===== src/include/adsrp_pkg.sv =====
// Constants and types shared by the serial result port
package adsrp_pkg;

    localparam int FRAME_BITS = 32;
    localparam int CFG_BITS = 13;
    localparam logic [5:0] FRAME_LAST = 6'h20;
    localparam logic [5:0] CFG_LAST = 6'h0c;
    localparam logic [2:0] PREFIX_LOAD = 3'h5;
    localparam int EN2_POS = 4;
    localparam int SYS_CLK_NS = 4;
    localparam int SCK_HALF_NS = 80;
    localparam int SCK_HALF_CYC = (SCK_HALF_NS + SYS_CLK_NS - 1) / SYS_CLK_NS;
    localparam logic [4:0] SEL_RESET = 5'h00;
    localparam logic [3:0] MODE_RESET = 4'h0;
    localparam logic signed [31:0] CODE_OVER = 32'sh1000_0000;
    localparam logic signed [31:0] CODE_UNDER = -32'sh1000_0001;

    typedef struct packed {
        logic eoc_n;
        logic filler_bit;
        logic sign_flag;
        logic [23:0] result;
        logic [4:0] sub_lsb;
    } adsrp_frame_t;

    typedef struct packed {
        logic [4:0] sel;
        logic [3:0] mode;
    } adsrp_cfg_t;

    typedef struct packed {
        logic cs_n;
        logic sck;
        logic sdi;
    } adsrp_pins_t;

endpackage


===== src/hdl/adsrp_pin_sync.sv =====
// Two-stage pin synchroniser with edge pulses
`timescale 1ns/1ps
module adsrp_pin_sync
    import adsrp_pkg::*;
(
    // Clock and reset
    input wire logic sys_clk,
    input wire logic rst_n,
    // Raw pins
    input adsrp_pins_t pin_raw,
    // Synchronised levels and edges
    output adsrp_pins_t pin_q,
    output adsrp_pins_t pin_rise,
    output adsrp_pins_t pin_fall
);
    adsrp_pins_t meta;
    adsrp_pins_t prev;

    always_ff @(posedge sys_clk or negedge rst_n)
    begin
        if (!rst_n)
        begin
            meta <= 3'h7;
            pin_q <= 3'h7;
            prev <= 3'h7;
        end
        else
        begin
            meta <= pin_raw;
            pin_q <= meta;
            prev <= pin_q;
        end
    end

    assign pin_rise = pin_q & ~prev;
    assign pin_fall = ~pin_q & prev;
endmodule


===== src/hdl/adsrp_result_fmt.sv =====
// Clamps a raw sample and builds the 32-bit output frame
`timescale 1ns/1ps
module adsrp_result_fmt
    import adsrp_pkg::*;
(
    // Raw sample in sub-LSB units
    input wire logic signed [31:0] sample,
    // Formatted frame
    output adsrp_frame_t frame
);
    function automatic logic signed [31:0] clamp(input logic signed [31:0] v);
        if (v > CODE_OVER)
            clamp = CODE_OVER;
        else if (v < CODE_UNDER)
            clamp = CODE_UNDER;
        else
            clamp = v;
    endfunction

    logic signed [31:0] c;

    always_comb
    begin
        c = clamp(sample);
        frame.eoc_n = 1'b0;
        frame.filler_bit = 1'b0;
        frame.sign_flag = ~c[31];
        frame.result = c[28:5];
        frame.sub_lsb = c[4:0];
    end
endmodule


===== src/hdl/adsrp_serial_port.sv =====
// Serial result port: conversion timing, frame output, setup input
`timescale 1ns/1ps
module adsrp_serial_port
    import adsrp_pkg::*;
#(
    parameter int CONV_CYCLES = 40000
)
(
    // Clock and reset
    input wire logic sys_clk,
    input wire logic rst_n,
    // Serial pins
    input wire logic cs_n,
    input wire logic sck_in,
    output logic sck_out,
    output logic sck_oe,
    input wire logic sdi,
    output logic sdo_out,
    output logic sdo_oe,
    // Converter side
    input wire logic signed [31:0] conv_sample,
    output logic conv_busy,
    output logic sck_master,
    output adsrp_cfg_t active_cfg
);
    localparam int CW = $clog2(CONV_CYCLES + 1);
    localparam logic [CW-1:0] CONV_LOAD = CW'(CONV_CYCLES - 1);
    localparam int HW = $clog2(SCK_HALF_CYC + 1);
    localparam logic [HW-1:0] HALF_LOAD = HW'(SCK_HALF_CYC - 1);

    typedef enum logic [1:0] {ST_CONV, ST_SLEEP, ST_SHIFT} adsrp_state_t;

    // Last rising edge of a frame reached
    function automatic logic at_frame_end(input logic [5:0] n);
        return n == FRAME_LAST;
    endfunction

    // Leading bits that ask for a new setup
    function automatic logic is_load(input logic [CFG_BITS-1:0] w);
        return w[12:10] == PREFIX_LOAD;
    endfunction

    // Clock edge source chosen by the strap
    function automatic logic pick_edge(input logic master, input logic gen, input logic pin);
        return master ? gen : pin;
    endfunction

    adsrp_pins_t pin_q;
    adsrp_pins_t pin_rise;
    adsrp_pins_t pin_fall;
    adsrp_frame_t fmt_frame;
    adsrp_frame_t frame_q;
    adsrp_state_t state;
    adsrp_cfg_t pend_cfg;
    logic pend_sel;
    logic pend_mode;
    logic [CW-1:0] conv_cnt;
    logic [HW-1:0] half_cnt;
    logic [5:0] rise_cnt;
    logic [31:0] shreg;
    logic [11:0] cfg_sh;
    logic [CFG_BITS-1:0] cfg_word;
    logic mode_armed;
    logic selected;
    logic conv_done;
    logic half_tick;
    logic gen_rise;
    logic gen_fall;
    logic rise_ev;
    logic fall_ev;
    logic end_frame;
    logic abort_frame;
    logic to_sleep;
    logic start_conv;
    logic shifting;
    logic gen_run;

    adsrp_pin_sync u_sync (
        .sys_clk(sys_clk),
        .rst_n(rst_n),
        .pin_raw({cs_n, sck_in, sdi}),
        .pin_q(pin_q),
        .pin_rise(pin_rise),
        .pin_fall(pin_fall)
    );

    adsrp_result_fmt u_fmt (
        .sample(conv_sample),
        .frame(fmt_frame)
    );

    // Event decode
    assign selected = ~pin_q.cs_n;
    assign shifting = (state == ST_SHIFT);
    assign gen_run = sck_master && selected && shifting;
    assign conv_done = (state == ST_CONV) && (conv_cnt == '0);
    assign half_tick = (half_cnt == '0);
    assign gen_rise = half_tick && !sck_out && !at_frame_end(rise_cnt);
    assign gen_fall = half_tick && sck_out;
    assign rise_ev = shifting && selected &&
        pick_edge(sck_master, gen_rise, pin_rise.sck);
    assign fall_ev = shifting && selected &&
        pick_edge(sck_master, gen_fall, pin_fall.sck);
    assign end_frame = fall_ev && at_frame_end(rise_cnt);
    assign abort_frame = shifting && pin_rise.cs_n && (rise_cnt != '0);
    assign to_sleep = shifting && pin_rise.cs_n && (rise_cnt == '0);
    assign start_conv = end_frame || abort_frame;
    assign cfg_word = {cfg_sh, pin_q.sdi};
    assign conv_busy = (state == ST_CONV);

    // Strap window open for the first cycle after reset
    always_ff @(posedge sys_clk or negedge rst_n)
    begin
        if (!rst_n)
            mode_armed <= 1'b1;
        else
            mode_armed <= 1'b0;
    end

    // Clock mode strap, caught after reset release and at each select
    always_ff @(posedge sys_clk or negedge rst_n)
    begin
        if (!rst_n)
            sck_master <= 1'b1;
        else if (mode_armed || pin_fall.cs_n)
            sck_master <= pin_q.sck;
    end

    // Main sequence
    always_ff @(posedge sys_clk or negedge rst_n)
    begin
        if (!rst_n)
            state <= ST_CONV;
        else
        begin
            unique case (state)
                ST_CONV:
                begin
                    if (conv_done)
                        state <= selected ? ST_SHIFT : ST_SLEEP;
                end
                ST_SLEEP:
                begin
                    if (pin_fall.cs_n)
                        state <= ST_SHIFT;
                end
                ST_SHIFT:
                begin
                    if (start_conv)
                        state <= ST_CONV;
                    else if (to_sleep)
                        state <= ST_SLEEP;
                end
            endcase
        end
    end

    // Conversion timer
    always_ff @(posedge sys_clk or negedge rst_n)
    begin
        if (!rst_n)
            conv_cnt <= CONV_LOAD;
        else if (start_conv)
            conv_cnt <= CONV_LOAD;
        else if ((state == ST_CONV) && !conv_done)
            conv_cnt <= conv_cnt - 1'b1;
    end

    // Result capture at completion
    always_ff @(posedge sys_clk or negedge rst_n)
    begin
        if (!rst_n)
            frame_q <= '0;
        else if (conv_done)
            frame_q <= fmt_frame;
    end

    // Rising edge count within a frame
    always_ff @(posedge sys_clk or negedge rst_n)
    begin
        if (!rst_n)
            rise_cnt <= '0;
        else if (state != ST_SHIFT)
            rise_cnt <= '0;
        else if (rise_ev && !at_frame_end(rise_cnt))
            rise_cnt <= rise_cnt + 6'h01;
    end

    // Output shifter
    always_ff @(posedge sys_clk or negedge rst_n)
    begin
        if (!rst_n)
            shreg <= '0;
        else if (state != ST_SHIFT)
            shreg <= conv_done ? fmt_frame : frame_q;
        else if (fall_ev && (rise_cnt != '0) && !at_frame_end(rise_cnt))
            shreg <= {shreg[30:0], 1'b1};
    end

    // Data output enable follows select
    always_ff @(posedge sys_clk or negedge rst_n)
    begin
        if (!rst_n)
            sdo_oe <= 1'b0;
        else
            sdo_oe <= selected;
    end

    // Data output level
    always_ff @(posedge sys_clk or negedge rst_n)
    begin
        if (!rst_n)
            sdo_out <= 1'b1;
        else if (!selected)
            sdo_out <= 1'b1;
        else if (conv_done)
            sdo_out <= 1'b0;
        else if (state == ST_CONV || end_frame)
            sdo_out <= 1'b1;
        else if (shifting)
            sdo_out <= shreg[31];
        else
            sdo_out <= 1'b0;
    end

    // Internal clock half period timer
    always_ff @(posedge sys_clk or negedge rst_n)
    begin
        if (!rst_n)
            half_cnt <= HALF_LOAD;
        else if (!gen_run || half_tick)
            half_cnt <= HALF_LOAD;
        else
            half_cnt <= half_cnt - 1'b1;
    end

    // Internal clock level, low outside frames
    always_ff @(posedge sys_clk or negedge rst_n)
    begin
        if (!rst_n)
            sck_out <= 1'b0;
        else if (!gen_run)
            sck_out <= 1'b0;
        else if (gen_rise)
            sck_out <= 1'b1;
        else if (gen_fall)
            sck_out <= 1'b0;
    end

    // Clock pin driven only as master while selected
    always_ff @(posedge sys_clk or negedge rst_n)
    begin
        if (!rst_n)
            sck_oe <= 1'b0;
        else
            sck_oe <= sck_master && selected && !pin_fall.cs_n;
    end

    // Setup input shifter
    always_ff @(posedge sys_clk or negedge rst_n)
    begin
        if (!rst_n)
            cfg_sh <= '0;
        else if (state != ST_SHIFT)
            cfg_sh <= '0;
        else if (rise_ev && (rise_cnt < CFG_LAST))
            cfg_sh <= cfg_word[11:0];
    end

    // Pending setup enables, decoded on the thirteenth rising edge
    always_ff @(posedge sys_clk or negedge rst_n)
    begin
        if (!rst_n)
        begin
            pend_sel <= 1'b0;
            pend_mode <= 1'b0;
        end
        else if (!shifting)
        begin
            pend_sel <= 1'b0;
            pend_mode <= 1'b0;
        end
        else if (rise_ev && (rise_cnt == CFG_LAST))
        begin
            pend_sel <= is_load(cfg_word);
            pend_mode <= is_load(cfg_word) && cfg_word[EN2_POS];
        end
    end

    // Pending setup fields, taken on the same edge
    always_ff @(posedge sys_clk or negedge rst_n)
    begin
        if (!rst_n)
            pend_cfg <= '0;
        else if (rise_ev && (rise_cnt == CFG_LAST))
            pend_cfg <= {cfg_word[9:5], cfg_word[3:0]};
    end

    // Setup takes effect when the next conversion starts
    always_ff @(posedge sys_clk or negedge rst_n)
    begin
        if (!rst_n)
            active_cfg <= {SEL_RESET, MODE_RESET};
        else if (start_conv)
        begin
            if (pend_sel)
                active_cfg.sel <= pend_cfg.sel;
            if (pend_mode)
                active_cfg.mode <= pend_cfg.mode;
        end
    end
endmodule


===== config.mk =====
export PLATFORM = sky130hd
export DESIGN_NAME = adsrp_serial_port
export DESIGN_NICKNAME = d
export VERILOG_FILES = /design/src/include/adsrp_pkg.sv /design/src/hdl/adsrp_pin_sync.sv /design/src/hdl/adsrp_result_fmt.sv /design/src/hdl/adsrp_serial_port.sv
export SDC_FILE = /design/constraint.sdc
export NUM_CORES = 1
export LEC_CHECK = 0
export ABC_CLOCK_PERIOD_IN_PS = 5640
export BUFFER_PORTS_ARGS = -buffer_cell sky130_fd_sc_hd__buf_4
export CAP_MARGIN = 20
export CORE_ASPECT_RATIO = 0.75
export CORE_UTILIZATION = 45
export DETAILED_ROUTE_END_ITERATION = 7
export PLACE_DENSITY = 0.62
export SLEW_MARGIN = 20
export SYNTH_ARGS = -nofsm -noshare
export SYNTH_HDL_FRONTEND = slang
export SYNTH_SLANG_ARGS = --single-unit

===== constraint.sdc =====
create_clock -name sys_clk -period 5.64 [get_ports sys_clk]
set_input_delay 0.846 -clock sys_clk [delete_from_list [all_inputs] [get_ports sys_clk]]
set_output_delay 0.846 -clock sys_clk [all_outputs]
set_load 0.05 [all_outputs]

# Word level (Yosys, flattened, before mapping)

Cells that the tools add are included.

Output and inout port bits: 15
Bits in registers: 140

Muxes and demuxes: 31
Magnitude comparators: 3
Reductions and logical operators: 42
Add/sub/neg operators: 3
Bitwise logic cells: 6
Eq/ne operators: 11

Operator list:

| cell                                                  | count |
|---|---|
| 2-to-1 mux 32 bit                                     | 5 |
| > comparator 32 x 30 -> 1 bit (second input constant) | 1 |
| < comparator 32 x 30 -> 1 bit (second input constant) | 1 |
| 2-to-1 mux 16 bit                                     | 2 |
| 2-to-1 mux 12 bit                                     | 2 |
| logical AND 1 bit                                     | 21 |
| zero test 16 bit                                      | 1 |
| subtractor 16 x 1 -> 16 bit (second input constant)   | 1 |
| 2-to-1 mux 1 bit                                      | 13 |
| 2-to-1 mux 6 bit                                      | 2 |
| 2-to-1 mux 2 bit                                      | 5 |
| nonzero test 2 bit                                    | 4 |
| adder 6 x 1 -> 6 bit (second input constant)          | 1 |
| bitwise AND 3 bit                                     | 2 |
| == test 6 x 4 -> 1 bit (second input constant)        | 1 |
| == test 6 bit (second input constant)                 | 1 |
| zero test 6 bit                                       | 1 |
| < comparator 6 x 4 -> 1 bit (second input constant)   | 1 |
| != test 3 bit (second input constant)                 | 2 |
| inverter 3 bit                                        | 2 |
| case mux 2 bit (3 select lines)                       | 1 |
| nonzero test 6 bit                                    | 1 |
| zero test 1 bit                                       | 5 |
| zero test 5 bit                                       | 1 |
| 12 further kinds                                      | 19 |

# Logic depth before layout (Yosys ltp)

Depth after elaboration: 9
Depth in mapped cells: 10
Gate-level depth less buffers: 10

# Modules after synthesis

From an unflattened synthesis, not the netlist that was laid out.

Cell total of the unflattened synthesis: 560
Area, all modules: 6,736.5 um^2

By module, submodules not included:

| module            | cells each | seq. area each (um^2) | instances | area each (um^2) |
|---|---|---|---|---|
| adsrp_serial_port | 478        | 3,298.2               | 1         | 5,978.2 |
| adsrp_result_fmt  | 67         | 0.0                   | 1         | 469.2 |
| adsrp_pin_sync    | 15         | 236.5                 | 1         | 289.0 |

# Worst setup path before layout

OpenSTA, ideal clock, no wires.

Kind: input to register
Start point: input port conv_sample[1]
End point: register shreg[10]
Cell stages on the path: 10
Required time: 5.560 ns
Path slack: 3.014 ns
Arrival time: 2.546 ns
Cell sequence: nand4_1 nor4_1 nand2_1 o21ai_0 nand3_1 ha_1 clkbuf_1 clkbuf_1 nor2_1 o211ai_2

Longest elaborated chain between the ends: 5
Elaborated cells on any way between the ends: 6

RTL lines:

| item                          | RTL line                 | RTL |
|---|---|---|
| start: declaration            | adsrp_serial_port.sv:21  | `input wire logic signed [31:0] conv_sample,` |
| < comparator 32 x 30 -> 1 bit | adsrp_result_fmt.sv:14   | `else if (v < CODE_UNDER)` |
| 2-to-1 mux 32 bit             | adsrp_result_fmt.sv:14   |  |
| 2-to-1 mux 32 bit (*)         | adsrp_result_fmt.sv:12   | `if (v > CODE_OVER)` |
| 2-to-1 mux 32 bit (*)         | adsrp_serial_port.sv:195 | `shreg <= conv_done ? fmt_frame : frame_q;` |
| 2-to-1 mux 32 bit (*)         | adsrp_serial_port.sv:194 | `else if (state != ST_SHIFT)` |
| end signal: assignment        | adsrp_serial_port.sv:195 |  |
| end signal: assignment        | adsrp_serial_port.sv:197 | `shreg <= {shreg[30:0], 1'b1};` |
| end: declaration              | adsrp_serial_port.sv:60  | `logic [31:0] shreg;` |

Every way passes the cells marked *; elsewhere a longest branch is shown, timed or not.
A chain may end at the register's enable or synchronous reset.

# Final worst setup path

Start point: register conv_cnt[0]
End point: register frame_q[25] (netlist name)

Longest elaborated chain between the ends: 3

RTL lines:

| item                     | RTL line                 | RTL |
|---|---|---|
| start: declaration       | adsrp_serial_port.sv:57  | `logic [CW-1:0] conv_cnt;` |
| start signal: assignment | adsrp_serial_port.sv:166 | `conv_cnt <= conv_cnt - 1'b1;` |
| zero test 16 bit         | adsrp_serial_port.sv:96  | `assign conv_done = (state == ST_CONV) && (conv_cnt == '0);` |
| logical AND 1 bit        | adsrp_serial_port.sv:96  |  |
| 2-to-1 mux 32 bit        | --                       |  |
| end signal: assignment   | adsrp_serial_port.sv:175 | `frame_q <= fmt_frame;` |
| end: declaration         | adsrp_serial_port.sv:52  | `adsrp_frame_t frame_q;` |

Every way passes these cells.

==> results summary <==
The run finished with clean final reports. The clock-pin slew on the worst setup and hold paths came out at roughly 0.06 ns. The number of post-CTS setup repair buffers is 0.

The number of DRC markers in iteration 0 is between 200 and 300. The number of global-route vias before repair is slightly below 5000. Along the worst hold path, the cell count comes to 0.

Detailed placement finished with a half-perimeter wire length of between 9 and 10 mm. The number of hold buffers added after CTS came out at 0. In this run, synthesis inferred 0 flip-flops with an integrated enable. The number of antenna violations at the first check in global routing came out at 0. The via count is 4846. The overall track demand over capacity in global routing is 21.4%. The clock period minus worst slack is 3.31 ns.

The I/O pin count came out at 52. The slew of the pin with the lowest slew margin came out at 1.12 ns. The core region area is about 14000 sq um. The maximum clock frequency came out at ~300 MHz. The number of nets at the end of the flow came out at 702. The number of vias per cell is 5.62.

The final setup violation count is 0. The max-cap violation count is 0. In the layout the commonest cells are sky130_fd_sc_hd__dfrtp_1 (115), sky130_fd_sc_hd__nand2_1 (86), sky130_fd_sc_hd__nor2_1 (64), sky130_fd_sc_hd__buf_4 (56), sky130_fd_sc_hd__o21ai_0 (33).

Clock tree synthesis inserted a total of 17 buffers. The count of synthesis-stage warnings from yosys is 0. Overall power consumption after layout is estimated at 3490 uW. The number of buffer cells added on primary ports is 51.

IR analysis of the VDD net gives a maximum drop of 0.000254 V. The clock tree from TritonCTS is done. The iteration count of the initial detailed-routing pass is 4. The effective utilization at floorplan is 46.8%.

The number of design rule violations left after detail routing came out at 0. At the worst endpoint, the required time is 5.96 ns. The floorplan die area is 15000 sq um. The final-layout setup total negative slack came out at 0 ns. The distinct cell type count after synthesis is 62. The average instance in the mapped netlist occupies around 11 sq um.

The relative area change from synthesis to final layout came out at 17.2%. The number of gates resized after CTS was 0. The detail-routed net length per standard cell came out at 17.2 um. The final antenna-violating net count is 0. The total nets after synthesis is 660. The antenna cell count is 0. The worst-skew pair later-pin latency came out at 0.43 ns. The final number of max-transition violations came out at 0. The number of clock sinks seen by CTS came out at around 140.

The post-synthesis instance total came out at 613. The worst setup skew after layout is about 0.011 ns. The leakage power of the design came out at 0.00336 uW. Along the worst path, the maximum fanout reaches 27. The hold violation count in the final report came out at 0.

The total detailed-routing wirelength is 14.9 mm. The path type of the worst min-delay path is register to register. The chip height came out at ~110 um. The number of register bits inferred by synthesis is about 140. The prevailing post-synth register cell is sky130_fd_sc_hd__dfrtp_1. STA puts the critical path data arrival time at 3.63 ns. In the synthesized netlist the async set-or-reset flop fraction comes to between 90% and 100%. The worst setup path is captured at a register. The number of H-tree levels came out at 4. The first-pass GRT wire length came out at 24.7 mm. The number of rows created at floorplan came out at 37. The final weighted congestion in routability-driven placement came out at 0.870. The chip width is about 140 um. The critical path is of the register to register type. Measured against its own limit, the worst slew margin works out to 25.2%. After global routing the overflow that remains totals 0.

The part of the Yosys area used for sequential elements came out at a little over half. Setup repair after global routing left no endpoint under its margin. The maximum buffer depth of the clock tree is 2. The share of the cycle needed by the critical path after routing came out at between 50% and 60%.

The post-route netlist has 24.9% of its cells at a drive strength greater than 1. STA classifies the critical path startpoint as a register. The library cell used most frequently in the layout, excluding fill and tap cells, is sky130_fd_sc_hd__dfrtp_1. The total power density per cell area is 457 nW/um^2. CTS placed an instance of sky130_fd_sc_hd__clkbuf_16 at the clock tree root. The worst register-to-register path has a depth of 7. Entering global routing, the biggest net connects 87 pins. The cell area that synthesis handed to floorplanning was 6520 sq um.
## area by class of cell
class	count	area (sq um)
clock buffer	22	484
fill	1204	6290
inverter	16	60.1
multi-input combinational	424	2810
sequential	139	3510
tap	195	244
timing repair buffer	57	432
clock inverter	10	105
## through the flow
| step | util, % | instances | setup slack [ns] | cell area (sq um) | hold slack, ns |
|---|---|---|---|---|---|
| final | 54.9 | 863 | 2.33 | 7640 | 0.355 |
| after global routing | 54.9 | 863 | 2.08 | 7640 | 0.358 |
| after CTS | 54.8 | 863 | 2.34 | 7640 | 0.356 |
| after detailed placement | 50.6 | 831 | 1.99 | 7050 | 0.347 |
| after global placement | 50.6 | 831 | 2.09 | 7050 | 0.345 |
| after floorplan | - | 613 | 3.01 | 6520 | 0.345 |
## report_power, final
group | switching (uW) | internal, uW
Combinational | 514 | 373
Clock | 445 | 659
Sequential | 188 | 1310
## state kept, by name (all words and copies together) (netlist names), 2 cells and up
signal        count
frame_q          32
shreg            32
conv_cnt         16
cfg_sh           12
active_cfg        9
pend_cfg          9
rise_cnt          6
half_cnt          5
u_sync.meta       3
u_sync.pin_q      3
state             2
u_sync.prev       2
## per-layer routing
metal	GRT usage [%]	up-vias	wire length, um
met5	0	-	0
met4	7.53	0	146
met3	5.27	13	615
met2	32.4	117	6760
met1	29.9	2426	7340
li1	-	2290	-
## final timing paths
check	end	slack, ns	start
worst max-delay path	frame_q[25]$_DFF_PN0_	2.33	conv_cnt[0]$_DFFE_PN1P_
worst min-delay path	u_sync.pin_q[1]$_DFF_PN1_	0.35	u_sync.meta[1]$_DFF_PN1_
worst max register to register	frame_q[25]$_DFF_PN0_	2.33	conv_cnt[0]$_DFFE_PN1P_
worst min register to register	u_sync.pin_q[1]$_DFF_PN1_	0.35	u_sync.meta[1]$_DFF_PN1_
max in group asynchronous	shreg[19]$_DFFE_PN0P_	3.93	rst_n
min in group asynchronous	half_cnt[3]$_DFF_PN0_	0.44	rst_n
## Yosys cell counts, drive strengths merged, types with 2 or more instances
| master | count | share of area, % |
|---|---|---|
| dfrtp | 115 | 44 |
| nand2 | 87 | 5.1 |
| nor2 | 67 | 4.2 |
| o21ai | 34 | 2.6 |
| o211ai | 30 | 5.0 |
| a32oi | 28 | 3.8 |
| dfstp | 24 | 9.7 |
| clkbuf | 21 | 1.2 |
| mux2 | 19 | 3.3 |
| mux2i | 17 | 2.6 |
| inv | 16 | 0.92 |
| nor4 | 14 | 1.5 |
| buf | 13 | 1.2 |
| nand3 | 12 | 0.92 |
| nand4 | 11 | 1.1 |
| xnor2 | 11 | 1.5 |
| a21oi | 10 | 0.77 |
| ha | 10 | 1.9 |
| nor3 | 10 | 0.77 |
| nand2b | 7 | 0.67 |
| and2 | 5 | 0.48 |
| nor4b | 5 | 0.77 |
| xor2 | 5 | 0.67 |
| nand4b | 3 | 0.40 |
| nor3b | 3 | 0.35 |
| or3 | 3 | 0.29 |
| or4b | 3 | 0.52 |
| a221o | 2 | 0.31 |
| a2bb2oi | 2 | 0.27 |
| and3 | 2 | 0.19 |
| and4b | 2 | 0.31 |
| o22a | 2 | 0.27 |
| o22ai | 2 | 0.29 |
| o311ai | 2 | 0.27 |
| or2 | 2 | 0.19 |
## cells by family (layout without fill, tap and decap cells)
logic type | after synthesis | count (layout) | synth area share, %
AND/OR/NAND/NOR | 241 | 241 | 18.3
multiplexers | 36 | 36 | 5.89
adder cells (fa/ha/maj) | 10 | 10 | 1.92
other | 1 | 1 | 0.0575
XOR/XNOR | 16 | 16 | 2.15
AO/OA/AOI/OAI | 120 | 120 | 14.5
flip-flops | 139 | 139 | 53.8
buffers and inverters | 50 | 105 | 3.34
## worst max-delay path: stages, from the launching register on
cell and delay (ns):
sky130_fd_sc_hd__dfstp_2 0.38, sky130_fd_sc_hd__inv_1 0.11, sky130_fd_sc_hd__ha_1 0.16, sky130_fd_sc_hd__nor3b_1 0.23
sky130_fd_sc_hd__nand4b_1 0.40, sky130_fd_sc_hd__nor3_1 0.71, sky130_fd_sc_hd__nand2b_1 0.78, sky130_fd_sc_hd__o21ai_0 0.42
Note: power is estimated with default switching activity, not from simulation.
